File: src/shared/dual_io_map.svh
// register indices, field positions, reset values and access codes of the dual i/o port
`ifndef DUAL_IO_MAP_SVH
`define DUAL_IO_MAP_SVH

// register indices; the apb byte address is four times the index
`define DIO_P7_DATA_IDX      16'hffda
`define DIO_P8_DATA_IDX      16'hffdb
`define DIO_P7_DIR_IDX       16'hffea
`define DIO_P8_DIR_IDX       16'hffeb
`define DIO_DISP_CTRL_IDX    16'hfff0

// display_port_control field positions
`define DIO_SEL_LSB          0
`define DIO_SEL_MSB          3
`define DIO_SGX_BIT          4

// reset values
`define DIO_DATA_RST         8'h00
`define DIO_DIR_RST          8'h00
`define DIO_SEL_RST          4'h0
`define DIO_SGX_RST          1'b0

// value returned by a read of a write-only direction register
`define DIO_DIR_READ_VALUE   32'h0000_00ff

// read value of an unmapped address
`define DIO_UNMAPPED_READ    32'h0000_0000

`endif

File: src/shared/dual_io_pkg.sv
// types of the dual i/o port block
package dual_io_pkg;

    // complete state of the port block
    typedef struct packed {
        logic [7:0]  p7_data;
        logic [7:0]  p8_data;
        logic [7:0]  p7_dir;
        logic [7:0]  p8_dir;
        logic [3:0]  seg_sel;
        logic        extended_display_select;
        logic [31:0] prdata;
        logic        pready;
        logic        pslverr;
        logic [7:0]  p7_out;
        logic [7:0]  p7_oe;
        logic [7:0]  p8_out;
        logic [7:0]  p8_oe;
    } dio_state_t;

    // two stages of the pin-input synchroniser
    typedef struct packed {
        logic [15:0] meta;
        logic [15:0] sync;
    } pin_sync_state_t;

    // pin function chosen for one pin
    typedef enum logic [1:0] {
        FN_GPIO,
        FN_SEGMENT,
        FN_CLOCK
    } pin_fn_t;

endpackage

File: src/hw/dual_io_port.sv
// two 8-bit general-purpose i/o ports sharing pins with display segment outputs
//
// Functional notes
// - each data register holds eight bits driven onto pins configured as outputs.
// - reading a port returns stored data for pins whose direction bit is one.
// - reading a port returns the sampled pin level where direction bit is zero.
// - direction bit one makes a pin output, zero input, each bit independently.
// - direction and data act only while the segment select gives the pin to gpio.
// - direction registers are write only and always read as all ones.
// - reset clears data and direction registers, so every pin starts as input.
// - port 7 is gpio for select 00xx; otherwise pin n drives segment n+17.
// - port 8 bit 7: clock when extended select set, else segment 32 for 001x up.
// - pins float in reset and standby, hold in sleep, work normally otherwise.
//
// Register access over APB is this design's own decision.
`timescale 1ns/1ps
`default_nettype none
`include "dual_io_map.svh"

module dual_io_port (
    // clock and reset
    input  wire logic        pclk,
    input  wire logic        presetn,
    // apb slave
    input  wire logic        psel,
    input  wire logic        penable,
    input  wire logic        pwrite,
    input  wire logic [31:0] paddr,
    input  wire logic [31:0] pwdata,
    output logic      [31:0] prdata,
    output logic             pready,
    output logic             pslverr,
    // power mode from the system controller, same clock
    input  wire logic        standby_mode,
    input  wire logic        sleep_mode,
    // display controller outputs, same clock; bit k is segment k+17
    input  wire logic [15:0] segment_output,
    input  wire logic        display_clock_one,
    // port 7 pins
    input  wire logic [7:0]  p7_pin_in,
    output logic      [7:0]  p7_pin_out,
    output logic      [7:0]  p7_pin_oe,
    // port 8 pins
    input  wire logic [7:0]  p8_pin_in,
    output logic      [7:0]  p8_pin_out,
    output logic      [7:0]  p8_pin_oe
);

    // ------------------------------------------------------------
    // address map
    // ------------------------------------------------------------

    // byte addresses are four times the register index
    localparam logic [31:0] ADDR_P7_DATA   = {14'h0000, `DIO_P7_DATA_IDX, 2'b00};
    localparam logic [31:0] ADDR_P8_DATA   = {14'h0000, `DIO_P8_DATA_IDX, 2'b00};
    localparam logic [31:0] ADDR_P7_DIR    = {14'h0000, `DIO_P7_DIR_IDX, 2'b00};
    localparam logic [31:0] ADDR_P8_DIR    = {14'h0000, `DIO_P8_DIR_IDX, 2'b00};
    localparam logic [31:0] ADDR_DISP_CTRL = {14'h0000, `DIO_DISP_CTRL_IDX, 2'b00};

    // ------------------------------------------------------------
    // state and pin inputs
    // ------------------------------------------------------------

    dual_io_pkg::dio_state_t s_q;
    dual_io_pkg::dio_state_t s_d;

    logic [15:0] pins_synced;
    logic [7:0]  p7_level;
    logic [7:0]  p8_level;

    // pins are asynchronous to pclk, so both ports pass two flops
    pin_sync u_pin_sync (
        .pclk       (pclk),
        .presetn    (presetn),
        .pin_async  ({p8_pin_in, p7_pin_in}),
        .pin_synced (pins_synced)
    );

    assign p7_level = pins_synced[7:0];
    assign p8_level = pins_synced[15:8];

    // ------------------------------------------------------------
    // apb decode
    // ------------------------------------------------------------

    logic setup_phase;
    logic access_done;
    logic wr_en;
    logic hit_p7_data;
    logic hit_p8_data;
    logic hit_p7_dir;
    logic hit_p8_dir;
    logic hit_ctrl;
    logic hit_any;

    // the slave answers in the first access cycle; pready is set from setup
    assign setup_phase = psel & ~penable;
    assign access_done = psel & penable & s_q.pready;
    assign wr_en       = access_done & pwrite;

    // address compare against every register
    assign hit_p7_data = (paddr == ADDR_P7_DATA);
    assign hit_p8_data = (paddr == ADDR_P8_DATA);
    assign hit_p7_dir  = (paddr == ADDR_P7_DIR);
    assign hit_p8_dir  = (paddr == ADDR_P8_DIR);
    assign hit_ctrl    = (paddr == ADDR_DISP_CTRL);
    assign hit_any     = hit_p7_data | hit_p8_data | hit_p7_dir | hit_p8_dir | hit_ctrl;

    // ------------------------------------------------------------
    // pin function decode
    // ------------------------------------------------------------

    // port 7 goes to segments for any select code other than 00xx
    logic p7_seg_mode;
    // port 8 goes to segments for any code other than 000x, except the top pin while extended select is set
    logic p8_seg_mode;
    dual_io_pkg::pin_fn_t p8_bit7_fn;

    assign p7_seg_mode = (s_q.seg_sel[3:2] != 2'b00);
    assign p8_seg_mode = (s_q.seg_sel[3:1] != 3'b000);

    // extended select takes the top pin from the segment driver for the clock
    always_comb begin
        if (s_q.extended_display_select) begin
            p8_bit7_fn = dual_io_pkg::FN_CLOCK;
        end else if (p8_seg_mode) begin
            p8_bit7_fn = dual_io_pkg::FN_SEGMENT;
        end else begin
            p8_bit7_fn = dual_io_pkg::FN_GPIO;
        end
    end

    // ------------------------------------------------------------
    // per-pin output mux and read-back
    // ------------------------------------------------------------

    logic [7:0] p7_fn_out;
    logic [7:0] p7_fn_oe;
    logic [7:0] p8_fn_out;
    logic [7:0] p8_fn_oe;
    logic [7:0] p7_readback;
    logic [7:0] p8_readback;

    genvar gi;
    generate
        for (gi = 0; gi < 8; gi = gi + 1) begin : g_pin
            // port 7 pin: segment gi+17 or gpio
            assign p7_fn_out[gi] = p7_seg_mode ? segment_output[gi]
                                               : s_q.p7_data[gi];
            assign p7_fn_oe[gi]  = p7_seg_mode | s_q.p7_dir[gi];

            // read-back: stored data for outputs, pin level for inputs
            assign p7_readback[gi] = s_q.p7_dir[gi] ? s_q.p7_data[gi]
                                                    : p7_level[gi];
            assign p8_readback[gi] = s_q.p8_dir[gi] ? s_q.p8_data[gi]
                                                    : p8_level[gi];

            // port 8 pins: the top one may also carry the display clock
            if (gi == 7) begin : g_top
                always_comb begin
                    unique case (p8_bit7_fn)
                        dual_io_pkg::FN_CLOCK: begin
                            p8_fn_out[gi] = display_clock_one;
                            p8_fn_oe[gi]  = 1'b1;
                        end
                        dual_io_pkg::FN_SEGMENT: begin
                            p8_fn_out[gi] = segment_output[8 + gi];
                            p8_fn_oe[gi]  = 1'b1;
                        end
                        dual_io_pkg::FN_GPIO: begin
                            p8_fn_out[gi] = s_q.p8_data[gi];
                            p8_fn_oe[gi]  = s_q.p8_dir[gi];
                        end
                        default: begin
                            p8_fn_out[gi] = 1'b0;
                            p8_fn_oe[gi]  = 1'b0;
                        end
                    endcase
                end
            end else begin : g_low
                // lower port 8 pins: segment gi+25 under the same codes
                assign p8_fn_out[gi] = p8_seg_mode ? segment_output[8 + gi]
                                                   : s_q.p8_data[gi];
                assign p8_fn_oe[gi]  = p8_seg_mode | s_q.p8_dir[gi];
            end
        end
    endgenerate

    // ------------------------------------------------------------
    // read data select
    // ------------------------------------------------------------

    logic [31:0] rd_value;

    // direction registers cannot be read back; software must shadow them
    always_comb begin
        rd_value = `DIO_UNMAPPED_READ;
        if (hit_p7_data) begin
            rd_value = {24'h00_0000, p7_readback};
        end else if (hit_p8_data) begin
            rd_value = {24'h00_0000, p8_readback};
        end else if (hit_p7_dir || hit_p8_dir) begin
            rd_value = `DIO_DIR_READ_VALUE;
        end else if (hit_ctrl) begin
            rd_value = {27'h000_0000, s_q.extended_display_select, s_q.seg_sel};
        end
    end

    // ------------------------------------------------------------
    // next state
    // ------------------------------------------------------------

    always_comb begin
        s_d = s_q;

        // bus answer: ready for exactly the first access cycle
        s_d.pready  = setup_phase;
        s_d.pslverr = setup_phase & ~hit_any;
        if (setup_phase) begin
            // read data sampled at setup, so the pin level is one cycle old
            s_d.prdata = pwrite ? `DIO_UNMAPPED_READ : rd_value;
        end else if (access_done) begin
            s_d.prdata = `DIO_UNMAPPED_READ;
        end

        // register writes take effect only at the completing edge
        if (wr_en) begin
            if (hit_p7_data) begin
                s_d.p7_data = pwdata[7:0];
            end
            if (hit_p8_data) begin
                s_d.p8_data = pwdata[7:0];
            end
            if (hit_p7_dir) begin
                s_d.p7_dir = pwdata[7:0];
            end
            if (hit_p8_dir) begin
                s_d.p8_dir = pwdata[7:0];
            end
            if (hit_ctrl) begin
                s_d.seg_sel = pwdata[`DIO_SEL_MSB:`DIO_SEL_LSB];
                s_d.extended_display_select     = pwdata[`DIO_SGX_BIT];
            end
        end

        // pin drivers: standby floats, sleep holds, otherwise follow function
        if (standby_mode) begin
            s_d.p7_oe  = 8'h00;
            s_d.p8_oe  = 8'h00;
            s_d.p7_out = 8'h00;
            s_d.p8_out = 8'h00;
        end else if (!sleep_mode) begin
            s_d.p7_out = p7_fn_out;
            s_d.p7_oe  = p7_fn_oe;
            s_d.p8_out = p8_fn_out;
            s_d.p8_oe  = p8_fn_oe;
        end
    end

    // ------------------------------------------------------------
    // state register
    // ------------------------------------------------------------

    // reset clears every register, so all pins float as inputs
    always_ff @(posedge pclk or negedge presetn) begin
        if (!presetn) begin
            s_q         <= '0;
            s_q.p7_data <= `DIO_DATA_RST;
            s_q.p8_data <= `DIO_DATA_RST;
            s_q.p7_dir  <= `DIO_DIR_RST;
            s_q.p8_dir  <= `DIO_DIR_RST;
            s_q.seg_sel <= `DIO_SEL_RST;
            s_q.extended_display_select     <= `DIO_SGX_RST;
            s_q.p7_oe   <= 8'h00;
            s_q.p8_oe   <= 8'h00;
        end else begin
            s_q <= s_d;
        end
    end

    // ------------------------------------------------------------
    // outputs, all straight from flops
    // ------------------------------------------------------------

    assign prdata     = s_q.prdata;
    assign pready     = s_q.pready;
    assign pslverr    = s_q.pslverr;
    assign p7_pin_out = s_q.p7_out;
    assign p7_pin_oe  = s_q.p7_oe;
    assign p8_pin_out = s_q.p8_out;
    assign p8_pin_oe  = s_q.p8_oe;

endmodule

`default_nettype wire

File: src/hw/pin_sync.sv
// two-flop synchroniser for the sixteen port input pins
`timescale 1ns/1ps
`default_nettype none

module pin_sync (
    // clock and reset
    input  wire logic        pclk,
    input  wire logic        presetn,
    // asynchronous pin levels in, synchronised levels out
    input  wire logic [15:0] pin_async,
    output logic      [15:0] pin_synced
);

    dual_io_pkg::pin_sync_state_t s_q;
    dual_io_pkg::pin_sync_state_t s_d;

    // first stage feeds only the second stage
    always_comb begin
        s_d      = s_q;
        s_d.meta = pin_async;
        s_d.sync = s_q.meta;
    end

    // state register, cleared by reset
    always_ff @(posedge pclk or negedge presetn) begin
        if (!presetn) begin
            s_q <= '0;
        end else begin
            s_q <= s_d;
        end
    end

    assign pin_synced = s_q.sync;

endmodule

`default_nettype wire

File: config.mk
export PLATFORM = sky130hd
export DESIGN_NAME = dual_io_port
export DESIGN_NICKNAME = d
export VERILOG_FILES = /design/src/shared/dual_io_pkg.sv /design/src/hw/dual_io_port.sv /design/src/hw/pin_sync.sv
export VERILOG_INCLUDE_DIRS = /design/src /design/src/shared
export SDC_FILE = /design/constraint.sdc
export NUM_CORES = 1
export LEC_CHECK = 0
export BUFFER_PORTS_ARGS = -buffer_cell sky130_fd_sc_hd__buf_4
export CAP_MARGIN = 20
export CORE_MARGIN = 5
export CORE_UTILIZATION = 30
export CTS_CLUSTER_SIZE = 16
export DETAILED_ROUTE_END_ITERATION = 10
export SLEW_MARGIN = 20
export SYNTH_ARGS = -nofsm -noshare
export SYNTH_HDL_FRONTEND = slang
export SYNTH_SLANG_ARGS = --single-unit
export TNS_END_PERCENT = 50
File: constraint.sdc
create_clock -name pclk -period 2 [get_ports pclk]
set_input_delay 0.4 -clock pclk [delete_from_list [all_inputs] [get_ports pclk]]
set_output_delay 0.4 -clock pclk [all_outputs]
set_load 0.05 [all_outputs]
==> results.py <==
metrics = {
    "drt": {
        "num_vias": 3669,
        "drc": 0,
        "ant_nets": 0,
        "routed_wl_mm": 13.4,
        "wl_per_cell_um": 16.6,
        "drt_pre_antenna_iters": 4,
        "drtIter0Drc": 198,
        "via_per_inst": 4.56,
    },
    "floorplan": {
        "io_pins": 170,
        "die_h_um": 142,
        "die_area_um2": 20000,
        "num_rows": 48,
        "core_um2": 17100,
        "initial_utilization_pct": 30.3,
        "die_w_um": 142,
    },
    "layout": {
        "drive_above_1_share_pct": 37.9,
        "num_antenna_cells": 0,
        "syn_to_final_growth_pct": 25.4,
        "nNetsFinal": 679,
        "layout.filler_cells": 1701,
    },
    "global_route": {
        "grt_pass1_wl_mm": 21.1,
        "grt_pass1_vias": 3856,
        "grt_max_degree": 67,
        "antenna_found_initial": 0,
        "grt_overflow": 0,
        "grt_use_total_pct": 13.5,
    },
    "timing": {
        "drv_slew": 0,
        "max_slew.worst_pin.slew_ps": 639,
        "post-route-period-util_pct": 99.5,
        "period_minus_slack_ps": 1990,
        "final-hold-violation-count": 0,
        "fin_skew_ps": 5.21,
        "setup_viol": 0,
        "rsz0062_at_grt": "yes",
        "setup_ws_ps": 10.5,
        "hold_ws_ps": 151,
        "slew_headroom_pct": 57.2,
        "max_freq_ghz": 0.503,
    },
    "setup_path": {
        "cp-start-kind": "input pin",
        "crit_arrival_ps": 2230,
        "required_ps": 2240,
        "worstSetupEndpointType": "flop",
        "criticalPathCategory": "input pin to flop",
        "path_max_fanout": 8,
    },
    "synthesis": {
        "synth_async_sr_flop_share_pct": 100,
        "synth-main-ff-cell": "dfrtp_1",
        "synth_area_per_cell_um2": 11.0,
        "ys_ff_latch": 111,
        "synth_top_area_share_pct": 53.5,
        "synth_common_cells": "111 x dfrtp_1, 64 x buf_4, 53 x nand2_1, 43 x mux2_2, 25 x nor2_1",
        "synth_cells": 472,
        "synthTopCellsByArea": "dfrtp_1 54%, mux2_2 9.3%, buf_4 9.3%, nand2_1 3.8%, a221oi_1 2.7%",
        "synth_area_leader_cell": "dfrtp_1",
        "synth_edf_count": 0,
        "syn_area_um2": 5190,
        "synthDistinctLibCells": 43,
        "ys_seq_area_share_pct": 53.5,
        "yosysWarningCount": 0,
        "yosysMostFrequentCell": "dfrtp_1",
    },
    "clocking": {
        "cts-root-buf": "clkbuf_16",
        "clk_latency_ps": 350,
        "cts.path.max_buffers": 2,
        "cts_tree": "done",
        "cts_buffers": 9,
        "path_clk_slew_ps": 70,
        "htree_num_levels": 3,
        "cts_sinks": 111,
        "post-cts-setup-buffers": 0,
    },
    "placement": {
        "globalplace.congestion": 0.853,
        "dpl.hpwl_mm": 10.6,
        "pre_cts_slack_ps": -407,
        "place.port_buffers": 121,
    },
    "pwr": {
        "ir_drop_mv": 0.443,
        "power_density_nw_per_um2": 713,
        "leakage_nw": 3.09,
        "finalPower_w": 0.00464,
    },
    "run_status": {
        "outcome": "finished clean",
    },
    "job": {
        "cap_viol_max_count": 0,
    },
    "worst_hold_path": {
        "hp-class": "input pin to flop",
    },
}
-- stage by stage --
step,TNS [ps],area [um2],utilization (%),std cells
5_1_grt,-188,6510,38.0,805
6_report,0,6510,38.0,805
4_1_cts,-4.78,6500,38.0,805
3_3_place_gp,-11420,6190,36.1,788
2_1_floorplan,-6560,5290,-,495
3_5_place_dp,-12270,6190,36.1,788
-- sequential cells by signal, indices dropped and copies added (netlist names) --
name	cells
s_q	37
p7_pin_out	8
p7_pin_oe	8
pslverr	1
prdata	8
u_pin_sync.s_d	16
pready	1
u_pin_sync.pin_synced	16
p8_pin_oe	8
p8_pin_out	8
-- layout by cell type, fill, tap and decap left out, types with 11 or more instances in the layout --
cell / synthesis / routed
buf_4: 64 / 148
dfrtp_1: 111 / 111
nand2_1: 53 / 53
mux2_2: 43 / 40
nor2_1: 25 / 25
inv_1: 24 / 24
conb_1: 1 / 24
a21oi_1: 19 / 19
a221oi_1: 16 / 16
a21o_1: 15 / 15
nor4_1: 11 / 11
-- what timing repair did --
| item | 4_1_cts | 5_1_grt |
|---|---|---|
| pin swaps | 2 | 1 |
| resized for setup | 2 | 2 |
| hold buffers | 1 | 0 |
| hold endpoints to repair | 18 | 0 |
| endpoints found under the setup margin | 14 | 7 |
-- metal layers --
metal	wire [um]	vias up	part of all wire, %	track usage, %
met5	0	-	0	0
met4	212	0	1.6	3.99
met2	6400	104	48	21.7
li1	-	1767	-	-
met3	661	16	4.9	3.47
met1	6120	1782	46	17.9
-- worst max-delay path, cell delays in order --
cell and delay, ps:
buf_4 110, or4_4 500, or3b_4 460, nor4b_4 230, buf_6 180, mux2_2 330
-- logic make-up after synthesis --
family,synth area share (%)
AOI/OAI and AO/OA,9.88
muxes,11.3
buffers and inverters,12.5
DFF,53.5
other,0.0723
and+or+nand+nor,12.7
-- path summary, 6_finish.rpt --
kind                                              from                                 end  slack [ps]  cells after the start
setup / recovery                             paddr[23]                 s_q[71]$_DFFE_PN0P_          10                      6
hold / removal                            p8_pin_in[0]         u_pin_sync.s_d[8]$_DFF_PN0_         150                      1
setup reg to reg                      pready$_DFF_PN0_                 s_q[71]$_DFFE_PN0P_          70                      5
hold reg to reg            u_pin_sync.s_d[0]$_DFF_PN0_  u_pin_sync.pin_synced[0]$_DFF_PN0_         350                      0
max in group asynchronous                      presetn                 s_q[96]$_DFFE_PN0P_         890                      3
min in group asynchronous                      presetn               prdata[1]$_DFFE_PN0P_         470                      2
-- layout make-up --
cell class	instances	area (um2)	share of cell area (%)
Sequential cell	111	2780	42.7
Clock buffer	10	229	3.52
Timing Repair Buffer	154	1190	18.4
Tap cell	225	282	4.32
Clock inverter	6	70.1	1.08
Multi-Input combinational cell	275	1870	28.7
Inverter	24	90.1	1.38
-- where the power goes --
group | internal (W) | switching [W]
registers | 0.00229 | 0.0000206
logic | 0.000180 | 0.000333
clock network | 0.000981 | 0.000834
total | 0.00345 | 0.00119
No activity file was read; power rests on OpenSTA's default activity.
